$ cat src/pkg/adcpm_consts.vh
`ifndef ADCPM_CONSTS_VH
`define ADCPM_CONSTS_VH

// Sample rate classes
`define ADCPM_FS_48K 3'h0
`define ADCPM_FS_96K 3'h1
`define ADCPM_FS_192K 3'h2
`define ADCPM_FS_384K 3'h3
`define ADCPM_FS_768K 3'h4

// Slot format codes
`define ADCPM_SLOT_NORMAL 2'h0
`define ADCPM_SLOT_128 2'h1
`define ADCPM_SLOT_256 2'h2
`define ADCPM_SLOT_512 2'h3
`define ADCPM_PAIR_BITS 10'h040

// Control bus modes, one-hot
`define ADCPM_CTRL_THREE 3'h1
`define ADCPM_CTRL_TWO 3'h2
`define ADCPM_CTRL_PAR 3'h4

// Decimation filter kinds, one-hot
`define ADCPM_FLT_SHARP 5'h01
`define ADCPM_FLT_SLOW 5'h02
`define ADCPM_FLT_SD_SHARP 5'h04
`define ADCPM_FLT_SD_SLOW 5'h08
`define ADCPM_FLT_SINGLE 5'h10

// Group delays in sample periods
`define ADCPM_GD_SHARP 4'hf
`define ADCPM_GD_SLOW 4'h8
`define ADCPM_GD_SHORT 4'h6
`define ADCPM_GD_384K 4'h7
`define ADCPM_GD_768K 4'h5

// Bitstream oversampling ratios
`define ADCPM_OSR_64 9'h040
`define ADCPM_OSR_128 9'h080
`define ADCPM_OSR_256 9'h100
`define ADCPM_RATE_64 2'h0
`define ADCPM_RATE_128 2'h1

// Serial word layout
`define ADCPM_PAIR_TOP 6'h3f
`define ADCPM_WORD_TOP 6'h1f
`define ADCPM_WORD_LAST 5'h1f
`define ADCPM_MASK24 32'hffffff00

`endif

$ cat src/hw/adcpm_sync.v
`timescale 1ns/1ns
`default_nettype none

// ============================================================
// Two-stage synchroniser for pins from outside the clock domain
module adcpm_sync #(
    parameter W = 1
) (
    input wire clk_sys,
    input wire rstn,
    input wire clkEn,
    input wire [W-1:0] asyncIn,
    output reg [W-1:0] syncOut
);
    reg [W-1:0] stage1;

    always @(posedge clk_sys) begin
        if (!rstn) begin
            stage1 <= {W{1'b0}};
            syncOut <= {W{1'b0}};
        end else if (clkEn) begin
            stage1 <= asyncIn;
            syncOut <= stage1;
        end
    end
endmodule // adcpm_sync

`default_nettype wire

$ cat src/hw/adcpm_buf.v
`timescale 1ns/1ns
`default_nettype none

// ============================================================
// Small word buffer between the converter core and the serialiser
module adcpm_buf #(
    parameter WIDTH = 192,
    parameter DEPTH = 2,
    parameter AW = 1
) (
    input wire clk_sys,
    input wire rstn,
    input wire clkEn,
    input wire inValid,
    output reg inReady,
    input wire [WIDTH-1:0] inData,
    output wire outValid,
    input wire outReady,
    output wire [WIDTH-1:0] outData
);
    reg [WIDTH-1:0] mem [0:DEPTH-1];
    reg [AW-1:0] wrPtr;
    reg [AW-1:0] rdPtr;
    reg [AW:0] count;
    reg [AW:0] next_count;
    wire push;
    wire pop;

    assign push = inValid && inReady;
    assign pop = outValid && outReady;
    assign outValid = (count != {(AW+1){1'b0}});
    assign outData = mem[rdPtr];

    always @* begin
        next_count = count;
        if (push && !pop) begin
            next_count = count + 1'b1;
        end else if (pop && !push) begin
            next_count = count - 1'b1;
        end
    end

    always @(posedge clk_sys) begin
        if (!rstn) begin
            wrPtr <= {AW{1'b0}};
            rdPtr <= {AW{1'b0}};
            count <= {(AW+1){1'b0}};
            inReady <= 1'b0;
        end else if (clkEn) begin
            if (push) begin
                mem[wrPtr] <= inData;
                wrPtr <= (wrPtr == DEPTH - 1) ? {AW{1'b0}} : wrPtr + 1'b1;
            end
            if (pop) begin
                rdPtr <= (rdPtr == DEPTH - 1) ? {AW{1'b0}} : rdPtr + 1'b1;
            end
            count <= next_count;
            inReady <= (next_count != DEPTH);
        end
    end
endmodule // adcpm_buf

`default_nettype wire

$ cat src/hw/adcpm_top.v
`timescale 1ns/1ns
`default_nettype none
`include "adcpm_consts.vh"

// ============================================================
// Strap decode, filter select and serial output stage
module adcpm_top #(
    parameter LANES = 3,
    parameter WORD_W = 32
) (
    input wire clk_sys,
    input wire rstn,
    input wire clkEn,
    input wire bitstreamModePin,
    input wire ctrlBusSelPin,
    input wire parallelOrTwowireSelect,
    input wire [3:0] sharedCtrlPin,
    input wire rolloffPolarityPin,
    input wire shortDelayPhasePin,
    input wire formatRatePin0,
    input wire formatRatePin1,
    input wire slotFormatSel0,
    input wire slotFormatSel1,
    input wire cascadeSlotIn,
    input wire overflowIn,
    input wire bitClkIn,
    input wire frameSyncIn,
    input wire [2:0] rateClass,
    input wire sampleValid,
    output wire sampleReady,
    input wire [LANES*2*WORD_W-1:0] sampleData,
    output reg [2:0] ctrlMode,
    output reg [3:0] clockModeSel,
    output reg ctrlDataIn,
    output reg ctrlChipSelect,
    output reg ctrlShiftClock,
    output reg [1:0] chipAddr,
    output reg pcmMode,
    output reg slowRolloffSel,
    output reg bitClockPolaritySel,
    output reg shortDelaySel,
    output reg phaseModSel,
    output reg frameFormatSel,
    output reg wordLengthSel,
    output reg [1:0] bitstreamRateSel,
    output reg [8:0] bitstreamOsr,
    output reg [1:0] slotFormatActive,
    output reg [4:0] filterSel,
    output reg [3:0] groupDelay,
    output reg running,
    output reg pcmOut1,
    output reg pcmOut2,
    output reg pcmOut3,
    output reg bsOutL1,
    output reg bsOutR1,
    output reg bsOutR1Oe,
    output reg bsOutR3,
    output reg overflowFlagOut,
    output reg testOut1,
    output reg testOut1Oe,
    output reg testOut2,
    output reg testOut2Oe
);
    localparam PAIR_W = 2 * WORD_W;
    localparam ST_WAIT = 2'b01;
    localparam ST_RUN = 2'b10;

    // ============================================================
    // Pin synchronisers
    wire [16:0] pinRaw;
    wire [16:0] pinSync;
    assign pinRaw = {bitstreamModePin, ctrlBusSelPin, parallelOrTwowireSelect, sharedCtrlPin,
                     rolloffPolarityPin, shortDelayPhasePin, formatRatePin0, formatRatePin1,
                     slotFormatSel1, slotFormatSel0, cascadeSlotIn, overflowIn, bitClkIn, frameSyncIn};

    adcpm_sync #(.W(17)) uSync (
        .clk_sys(clk_sys),
        .rstn(rstn),
        .clkEn(clkEn),
        .asyncIn(pinRaw),
        .syncOut(pinSync)
    );

    wire sBs = pinSync[16];
    wire sBusSel = pinSync[15];
    wire sPsn = pinSync[14];
    wire [3:0] sShared = pinSync[13:10];
    wire sRolloff = pinSync[9];
    wire sDelay = pinSync[8];
    wire sFmt0 = pinSync[7];
    wire sFmt1 = pinSync[6];
    wire [1:0] sSlot = pinSync[5:4];
    wire sCascade = pinSync[3];
    wire sOvf = pinSync[2];
    wire sBitClk = pinSync[1];
    wire sFrame = pinSync[0];

    // ============================================================
    // Decode helpers
    function slotAllowed;
        input [1:0] slot;
        input [2:0] rate;
        begin
            case (slot)
                `ADCPM_SLOT_512: slotAllowed = (rate == `ADCPM_FS_48K);
                `ADCPM_SLOT_256: slotAllowed = (rate == `ADCPM_FS_48K) || (rate == `ADCPM_FS_96K);
                `ADCPM_SLOT_128: slotAllowed = (rate <= `ADCPM_FS_192K);
                default: slotAllowed = 1'b1;
            endcase
        end
    endfunction

    function [PAIR_W-1:0] maskPair;
        input [PAIR_W-1:0] d;
        input wl32;
        begin
            maskPair = wl32 ? d : (d & {`ADCPM_MASK24, `ADCPM_MASK24});
        end
    endfunction

    // ============================================================
    // Strap decode
    reg bsMode;
    reg slotErr;
    reg cfgErr;
    reg [4:0] next_filter;
    reg [3:0] next_delay;

    always @* begin
        next_filter = `ADCPM_FLT_SHARP;
        next_delay = `ADCPM_GD_SHARP;
        if (rateClass == `ADCPM_FS_768K) begin
            next_filter = `ADCPM_FLT_SINGLE;
            next_delay = `ADCPM_GD_768K;
        end else if (rateClass == `ADCPM_FS_384K) begin
            next_filter = `ADCPM_FLT_SINGLE;
            next_delay = `ADCPM_GD_384K;
        end else if (sDelay) begin
            next_filter = sRolloff ? `ADCPM_FLT_SD_SLOW : `ADCPM_FLT_SD_SHARP;
            next_delay = `ADCPM_GD_SHORT;
        end else if (sRolloff) begin
            next_filter = `ADCPM_FLT_SLOW;
            next_delay = `ADCPM_GD_SLOW;
        end
    end

    always @(posedge clk_sys) begin
        if (!rstn) begin
            bsMode <= 1'b0;
            pcmMode <= 1'b0;
            ctrlMode <= `ADCPM_CTRL_THREE;
            clockModeSel <= 4'h0;
            ctrlDataIn <= 1'b0;
            ctrlChipSelect <= 1'b0;
            ctrlShiftClock <= 1'b0;
            chipAddr <= 2'h0;
            slowRolloffSel <= 1'b0;
            bitClockPolaritySel <= 1'b0;
            shortDelaySel <= 1'b0;
            phaseModSel <= 1'b0;
            frameFormatSel <= 1'b0;
            wordLengthSel <= 1'b0;
            bitstreamRateSel <= 2'h0;
            bitstreamOsr <= `ADCPM_OSR_64;
            slotFormatActive <= `ADCPM_SLOT_NORMAL;
            slotErr <= 1'b0;
            cfgErr <= 1'b0;
            filterSel <= `ADCPM_FLT_SHARP;
            groupDelay <= `ADCPM_GD_SHARP;
        end else if (clkEn) begin
            bsMode <= sBs;
            pcmMode <= !sBs;
            if (!sBusSel) begin
                ctrlMode <= `ADCPM_CTRL_THREE;
            end else begin
                ctrlMode <= sPsn ? `ADCPM_CTRL_PAR : `ADCPM_CTRL_TWO;
            end
            clockModeSel <= (sBusSel && sPsn) ? sShared : 4'h0;
            ctrlDataIn <= !(sBusSel && sPsn) && sShared[0];
            ctrlChipSelect <= !sBusSel && sShared[1];
            ctrlShiftClock <= !(sBusSel && sPsn) && sShared[2];
            chipAddr[1] <= !(sBusSel && sPsn) && sShared[3];
            chipAddr[0] <= sBusSel ? (!sPsn && sShared[1]) : sPsn;
            slowRolloffSel <= !sBs && sRolloff;
            bitClockPolaritySel <= sBs && sRolloff;
            shortDelaySel <= !sBs && sDelay;
            phaseModSel <= sBs && sDelay;
            frameFormatSel <= !sBs && sFmt0;
            wordLengthSel <= !sBs && sFmt1;
            bitstreamRateSel <= sBs ? {sFmt1, sFmt0} : 2'h0;
            case ({sFmt1, sFmt0})
                `ADCPM_RATE_64: bitstreamOsr <= `ADCPM_OSR_64;
                `ADCPM_RATE_128: bitstreamOsr <= `ADCPM_OSR_128;
                default: bitstreamOsr <= `ADCPM_OSR_256;
            endcase
            cfgErr <= sBs && (sSlot != `ADCPM_SLOT_NORMAL);
            slotErr <= !slotAllowed(sSlot, rateClass);
            slotFormatActive <= (sBs || !slotAllowed(sSlot, rateClass)) ? `ADCPM_SLOT_NORMAL : sSlot;
            filterSel <= next_filter;
            groupDelay <= next_delay;
        end
    end

    // ============================================================
    // Link clock and frame edge detection
    reg bitClkPrev;
    reg framePrev;
    wire bitRise = sBitClk && !bitClkPrev;
    wire bitFall = !sBitClk && bitClkPrev;
    wire frameRise = sFrame && !framePrev;
    wire frameFall = !sFrame && framePrev;
    wire frameStart = !bsMode && (frameFormatSel ? frameFall : frameRise);
    wire updEdge = bsMode ? (bitClockPolaritySel ? bitRise : bitFall) : bitFall;

    always @(posedge clk_sys) begin
        if (!rstn) begin
            bitClkPrev <= 1'b0;
            framePrev <= 1'b0;
        end else if (clkEn) begin
            bitClkPrev <= sBitClk;
            framePrev <= sFrame;
        end
    end

    // ============================================================
    // Frame bit counter and group delay sequencer
    reg [9:0] bitCnt;
    reg [1:0] state;
    reg [3:0] delayCnt;
    reg phaseBit;
    wire [9:0] frameBits = `ADCPM_PAIR_BITS << slotFormatActive;
    wire bsReload = bsMode && updEdge && (bitCnt[4:0] == `ADCPM_WORD_LAST);
    wire loadPair = frameStart || bsReload;
    wire popReq = loadPair && (state == ST_RUN);
    wire bufValid;
    wire [LANES*PAIR_W-1:0] bufData;
    wire popOk = popReq && bufValid;
    wire i2sLead = frameFormatSel && !bsMode;
    wire [9:0] dataIdx = bitCnt - {9'h000, i2sLead};
    wire pcmInPair = !(i2sLead && (bitCnt == 10'h000)) && (dataIdx < `ADCPM_PAIR_BITS);
    wire [5:0] pcmPos = `ADCPM_PAIR_TOP - dataIdx[5:0];
    wire [5:0] bsPosL = `ADCPM_PAIR_TOP - {1'b0, bitCnt[4:0]};
    wire [5:0] bsPosR = `ADCPM_WORD_TOP - {1'b0, bitCnt[4:0]};

    always @(posedge clk_sys) begin
        if (!rstn) begin
            bitCnt <= 10'h000;
            state <= ST_WAIT;
            delayCnt <= 4'h0;
            phaseBit <= 1'b0;
            running <= 1'b0;
        end else if (clkEn) begin
            if (frameStart) begin
                bitCnt <= 10'h000;
            end else if (updEdge) begin
                if (bsMode) begin
                    bitCnt <= {5'h00, bitCnt[4:0] + 5'h01};
                end else if (bitCnt < frameBits) begin
                    bitCnt <= bitCnt + 10'h001;
                end
            end
            if (updEdge) begin
                phaseBit <= phaseModSel && !phaseBit;
            end
            case (state)
                ST_WAIT: begin
                    if (bsMode) begin
                        state <= ST_RUN;
                    end else if (frameStart) begin
                        delayCnt <= delayCnt + 4'h1;
                        if (delayCnt + 4'h1 >= groupDelay) begin
                            state <= ST_RUN;
                        end
                    end
                end
                ST_RUN: state <= ST_RUN;
                default: state <= ST_WAIT;
            endcase
            running <= (state == ST_RUN);
        end
    end

    // ============================================================
    // Sample buffer
    adcpm_buf #(.WIDTH(LANES * PAIR_W), .DEPTH(2), .AW(1)) uBuf (
        .clk_sys(clk_sys),
        .rstn(rstn),
        .clkEn(clkEn),
        .inValid(sampleValid),
        .inReady(sampleReady),
        .inData(sampleData),
        .outValid(bufValid),
        .outReady(popReq),
        .outData(bufData)
    );

    // ============================================================
    // Per-lane serialisers
    wire [LANES-1:0] laneL;
    wire [LANES-1:0] laneR;

    genvar g;
    generate
        for (g = 0; g < LANES; g = g + 1) begin : gLane
            reg [PAIR_W-1:0] pair;
            reg leftBit;
            reg rightBit;
            wire tailBit = (g == 0) ? sCascade : 1'b0;
            assign laneL[g] = leftBit;
            assign laneR[g] = rightBit;
            always @(posedge clk_sys) begin
                if (!rstn) begin
                    pair <= {PAIR_W{1'b0}};
                    leftBit <= 1'b0;
                    rightBit <= 1'b0;
                end else if (clkEn) begin
                    if (loadPair) begin
                        pair <= popOk ? maskPair(bufData[g*PAIR_W +: PAIR_W], wordLengthSel | bsMode) : {PAIR_W{1'b0}};
                    end
                    if (updEdge) begin
                        if (bsMode) begin
                            leftBit <= pair[bsPosL] ^ phaseBit;
                            rightBit <= pair[bsPosR] ^ phaseBit;
                        end else begin
                            leftBit <= pcmInPair ? pair[pcmPos] : tailBit;
                            rightBit <= 1'b0;
                        end
                    end
                end
            end
        end
    endgenerate

    // ============================================================
    // Output pins
    always @(posedge clk_sys) begin
        if (!rstn) begin
            pcmOut1 <= 1'b0;
            pcmOut2 <= 1'b0;
            pcmOut3 <= 1'b0;
            bsOutL1 <= 1'b0;
            bsOutR1 <= 1'b0;
            bsOutR1Oe <= 1'b0;
            bsOutR3 <= 1'b0;
            overflowFlagOut <= 1'b0;
            testOut1 <= 1'b0;
            testOut1Oe <= 1'b0;
            testOut2 <= 1'b0;
            testOut2Oe <= 1'b0;
        end else if (clkEn) begin
            pcmOut1 <= bsMode ? laneL[1] : laneL[0];
            pcmOut2 <= bsMode ? laneR[1] : laneL[1];
            pcmOut3 <= bsMode ? laneL[2] : laneL[2];
            bsOutL1 <= bsMode && laneL[0];
            bsOutR1 <= bsMode && laneR[0];
            bsOutR1Oe <= bsMode;
            bsOutR3 <= bsMode && laneR[2];
            overflowFlagOut <= sOvf;
            testOut1 <= cfgErr;
            testOut1Oe <= 1'b1;
            testOut2 <= slotErr;
            testOut2Oe <= 1'b1;
        end
    end
endmodule // adcpm_top

`default_nettype wire

$ cat config.mk
export PLATFORM = sky130hd
export DESIGN_NAME = adcpm_top
export DESIGN_NICKNAME = d
export VERILOG_FILES = /design/src/hw/adcpm_sync.v /design/src/hw/adcpm_buf.v /design/src/hw/adcpm_top.v
export VERILOG_INCLUDE_DIRS = /design/src /design/src/pkg
export SDC_FILE = /design/constraint.sdc
export NUM_CORES = 1
export LEC_CHECK = 0
export ABC_CLOCK_PERIOD_IN_PS = 15700
export BUFFER_PORTS_ARGS = -buffer_cell sky130_fd_sc_hd__buf_2
export CAP_MARGIN = 40
export CORE_UTILIZATION = 39
export CTS_CLUSTER_SIZE = 25
export DETAILED_ROUTE_END_ITERATION = 8
export GPL_TIMING_DRIVEN = 0
export MAX_ROUTING_LAYER = met4
export PLACE_DENSITY = 0.63
export REMOVE_ABC_BUFFERS = 1
export SLEW_MARGIN = 20
export SYNTH_ARGS = -nofsm -noshare
export SYNTH_HDL_FRONTEND = slang
export SYNTH_SLANG_ARGS = --single-unit
$ cat constraint.sdc
create_clock -name clk_sys -period 15.7 [get_ports clk_sys]
set_input_delay 0 -clock clk_sys [delete_from_list [all_inputs] [get_ports clk_sys]]
set_output_delay 0 -clock clk_sys [all_outputs]
set_load 0.02 [all_outputs]
==> out/metrics.csv <==
stage,metric,value,unit
clock_tree,clock_path_buffers,3,
grt,grt_antenna_before_repair,7,
clock_tree,insertion_delay,0.61,ns
cells_and_area,nets,2830,
floorplanning,fp.dieW,272,um
pwr,p_int,3050,uW
worst_setup_path,required,16.17,ns
pwr,p_leak,0.0129,uW
clock_tree,htreeDepth,3,
worst_setup_path,startpoint_type,flip-flop,
yosys,ys_warn_count,0,
timing,setup_slack,11.30,ns
pwr,clock_power_share,0.456,
clock_tree,path_clk_slew,0.06,ns
place,pre_cts_slack,11.28,ns
yosys,syn_area,28400,um2
yosys,ys_types,66,
status,outcome,finished clean,
timing,grt_setup_unrepaired,no,
yosys,synth_seq_cells,691,
pwr,ir_drop,0.0000721,V
floorplanning,dieArea,73800,um2
yosys,synth_top_area_frac,0.406,
clock_tree,numCtsBuffers,77,
yosys,synth_area_leaders,"edfxtp_1 (41%), dfxtp_1 (22%), mux2_2 (7.9%), mux4_2 (7.1%), a22oi_1 (5.2%)",
detailed_routing,dr.max_layer_used,met4,
timing,tightest_slew,0.904,ns
detailed_routing,drt_iter0_drc,1406,
yosys,synthAdderAreaFrac,0.00750,
yosys,synth_compound_area_frac,0.0841,
grt,grt_pass1_wl,113,mm
pwr,p_seq_frac,0.500,
timing,max_freq,227,MHz
timing,setup_viol,0,
yosys,synthArstFlopShare,0,
detailed_routing,viasPerCell,5.29,
worst_setup_path,path_delay_family,buffers and inverters,
detailed_routing,drt_wl_total,74.0,mm
yosys,synth_top_cell_by_area,edfxtp_1,
worst_setup_path,cp_max_fo,28,
pwr,switchingPower,811,uW
yosys,syn_avg_cell_area,13.5,um2
timing,finClkSkew,0.0240,ns
worst_setup_path,crit_chain,buf_12 > clkinv_1 > ha_4 > buf_16 > mux4_2 > nor2b_1 > nor4_1 > o41ai_1,
worst_setup_path,critical_path_class,reg -> reg,
place,place_congestion,0.770,
grt,grt_pass1_vias,19300,
grt,grt_max_degree,130,
yosys,synth_ff_type,edfxtp_1,
detailed_routing,dr.pass1.iters,5,
floorplanning,rows,98,
yosys,synth-edff-count,384,
worst_hold_path,min_path_type,in -> reg,
detailed_routing,drt-wirelength-per-cell,20.5,um
worst_setup_path,critPathMaxStageDelay,0.84,ns
pwr,switching_share,0.210,
clock_tree,cts_resized,0,
clock_tree,root_buffer,clkbuf_16,
floorplanning,dieHeight,272,um
worst_setup_path,cpMaxStageDelayCell,ha_4,
clock_tree,cts_sinks,691,
worst_setup_path,worstSetupEndpointType,flip-flop,
yosys,synth_top_family_by_area,multiplexers,
timing,tns,0,ns
detailed_routing,met2WireLength,36.0,mm
grt,grt_use_total,0.205,
detailed_routing,dr_wl_met3,4.07,mm
yosys,synth-seq-area-share,0.623,
cells_and_area,post-route-util,0.505,
cells_and_area,area_delta_synth_final,27.8,%
floorplanning,core_area,71700,um2
cells_and_area,layout-drive-gt1-share,0.289,
yosys,synth_cells,2099,
timing,finalMaxSlewViolations,0,
pwr,power_density,107,nW/um2
timing,hold_viol,0,
floorplanning,start_util,0.395,
worst_setup_path,worstPathArrival,4.87,ns
detailed_routing,ant_nets,0,
detailed_routing,num_vias,19100,
clock_tree,cts_setup_buffers,0,
grt,grt_overflow,0,
detailed_routing,wirelength_met1,32.3,mm
clock_tree,cts_tree,done,
pwr,combPwrFrac,0.044,
worst_setup_path,cp.buffers_inverters,3,
timing,period_share,0.280,
detailed_routing,drcViolationCount,0,
floorplanning,pin_count,271,
yosys,yosys.area_share.xor_xnor,0.00679,
place,hpwl,48.4,mm
clock_tree,cts_hold_buf,223,
yosys,synthSimpleGateAreaFrac,0.0703,
timing,relSlewSlack,0.392,
timing,fin_crit,4.40,ns
flow_run,drv_cap,0,
place,port-buffer-count,264,
yosys,synth_mux_area_frac,0.177,
==> state kept, by name, summed over array words and instances (netlist names), 3 cells and up, named ones only <==
| name | count |
|---|---|
| bitCnt | 10 |
| bitstreamOsr | 3 |
| filterSel | 5 |
| uBuf.mem | 384 |
| groupDelay | 4 |
| uSync.stage1 | 17 |
| gLane.pair | 192 |
| uSync.syncOut | 17 |
| gLane.leftBit | 3 |
| ctrlMode | 3 |
| delayCnt | 4 |
| clockModeSel | 4 |
| gLane.rightBit | 3 |
==> logic make-up (layout without fill, tap and decap cells) <==
family,count (synthesis),in the layout
other,1,13
AND/OR/NAND/NOR,458,458
flip-flops,691,691
XOR/XNOR,22,22
multiplexers,363,363
AO/OA/AOI/OAI,340,340
buffers and inverters,207,761
adder cells (fa/ha/maj),17,17
==> synth_stat cells (6+ instances only) <==
| cell | number |
|---|---|
| a211oi_1 | 6 |
| a21oi_1 | 48 |
| a22oi_1 | 197 |
| buf_1 | 11 |
| buf_2 | 29 |
| buf_4 | 16 |
| clkbuf_1 | 98 |
| dfxtp_1 | 307 |
| edfxtp_1 | 384 |
| ha_1 | 17 |
| inv_1 | 45 |
| mux2_2 | 198 |
| mux2i_1 | 75 |
| mux4_2 | 90 |
| nand2_1 | 63 |
| nand2b_1 | 9 |
| nand3_1 | 16 |
| nand4_1 | 7 |
| nor2_1 | 288 |
| nor2b_1 | 21 |
| nor3_1 | 14 |
| o21a_1 | 7 |
| o21ai_0 | 20 |
| o22ai_1 | 25 |
| xnor2_1 | 12 |
| xor2_1 | 10 |
==> worst reg2reg max path: cells and delay by family (launching register included) <==
kind,cells,cell delay [ns]
simple gates,2,0.93
buf+inv,3,1.12
fa+ha+maj,1,0.85
compound gates,1,0.17
flops,1,0.61
mux,1,0.59
==> layout by cell type, fill, tap and decap left out, types with 9 or more instances in the layout <==
cell           instances
mux4_2                90
o22ai_1               25
buf_2                263
xor2_1                10
nand2_1               63
clkbuf_16             79
dlygate4sd3_1        223
buf_6                  9
edfxtp_1             384
nor2_1               287
mux2_2               198
nor2b_1               21
o21ai_0               20
clkbuf_1              21
xnor2_1               12
buf_16                21
a21oi_1               47
nor3_1                12
buf_4                 44
inv_1                 45
mux2i_1               75
dfxtp_1              303
nand2b_1               9
ha_1                  15
a22oi_1              197
clkbuf_8              11
nand3_1               16
==> per-layer routing <==
metal  up-vias  global-route usage
met2       578               0.335
met3        93              0.0352
met5         -                   -
met1      9585               0.260
li1       8879                   -
met4         0              0.0637
==> per-stage QoR <==
step / area, um2 / hold WS (ns) / cells / total power (uW)
after global routing: 36200 / 0.0809 / 3615 / 3990
after global placement: 30200 / 0.187 / 3161 / 2090
final: 36200 / 0.101 / 3615 / 3870
after detailed placement: 31500 / 0.191 / 3244 / 2090
after CTS: 36200 / 0.0629 / 3607 / 3910
after floorplan: 27700 / 0.0619 / 1947 / 2020
==> cell type report <==
cell class / count / area [um2]
diodes: 7 / 17.5
clock buffers: 111 / 2210
clock inverters: 29 / 278
fillers: 6097 / 35500
inverters: 50 / 196
multi-input cells: 1206 / 9900
flip-flops and latches: 691 / 17700
well taps: 950 / 1190
repair buffers: 571 / 4760
==> final timing paths <==
| kind | slack (ns) | start | cells past startpoint | endpoint |
|---|---|---|---|---|
| worst max-delay path | 11.30 | bitCnt[0] | 8 | gLane[0].leftBit |
| worst min-delay path | 0.10 | sampleData[90] | 2 | uBuf.mem[0][90] |
| worst max register to register | 11.30 | bitCnt[0] | 8 | gLane[0].leftBit |
| worst min register to register | 0.46 | bsOutL1 | 2 | bsOutL1 |
==> power groups by stage <==
| stage | clock network (uW) | registers [uW] | logic, uW |
|---|---|---|---|
| finish | 1760 | 1930 | 169 |
| CTS | 1800 | 1930 | 169 |
| global route | 1880 | 1930 | 182 |
| detailed placement | 0 | 1970 | 123 |
| floorplan | 0 | 1980 | 46.4 |
| global placement | 0 | 1980 | 111 |
(Power assumes the default switching activity.)
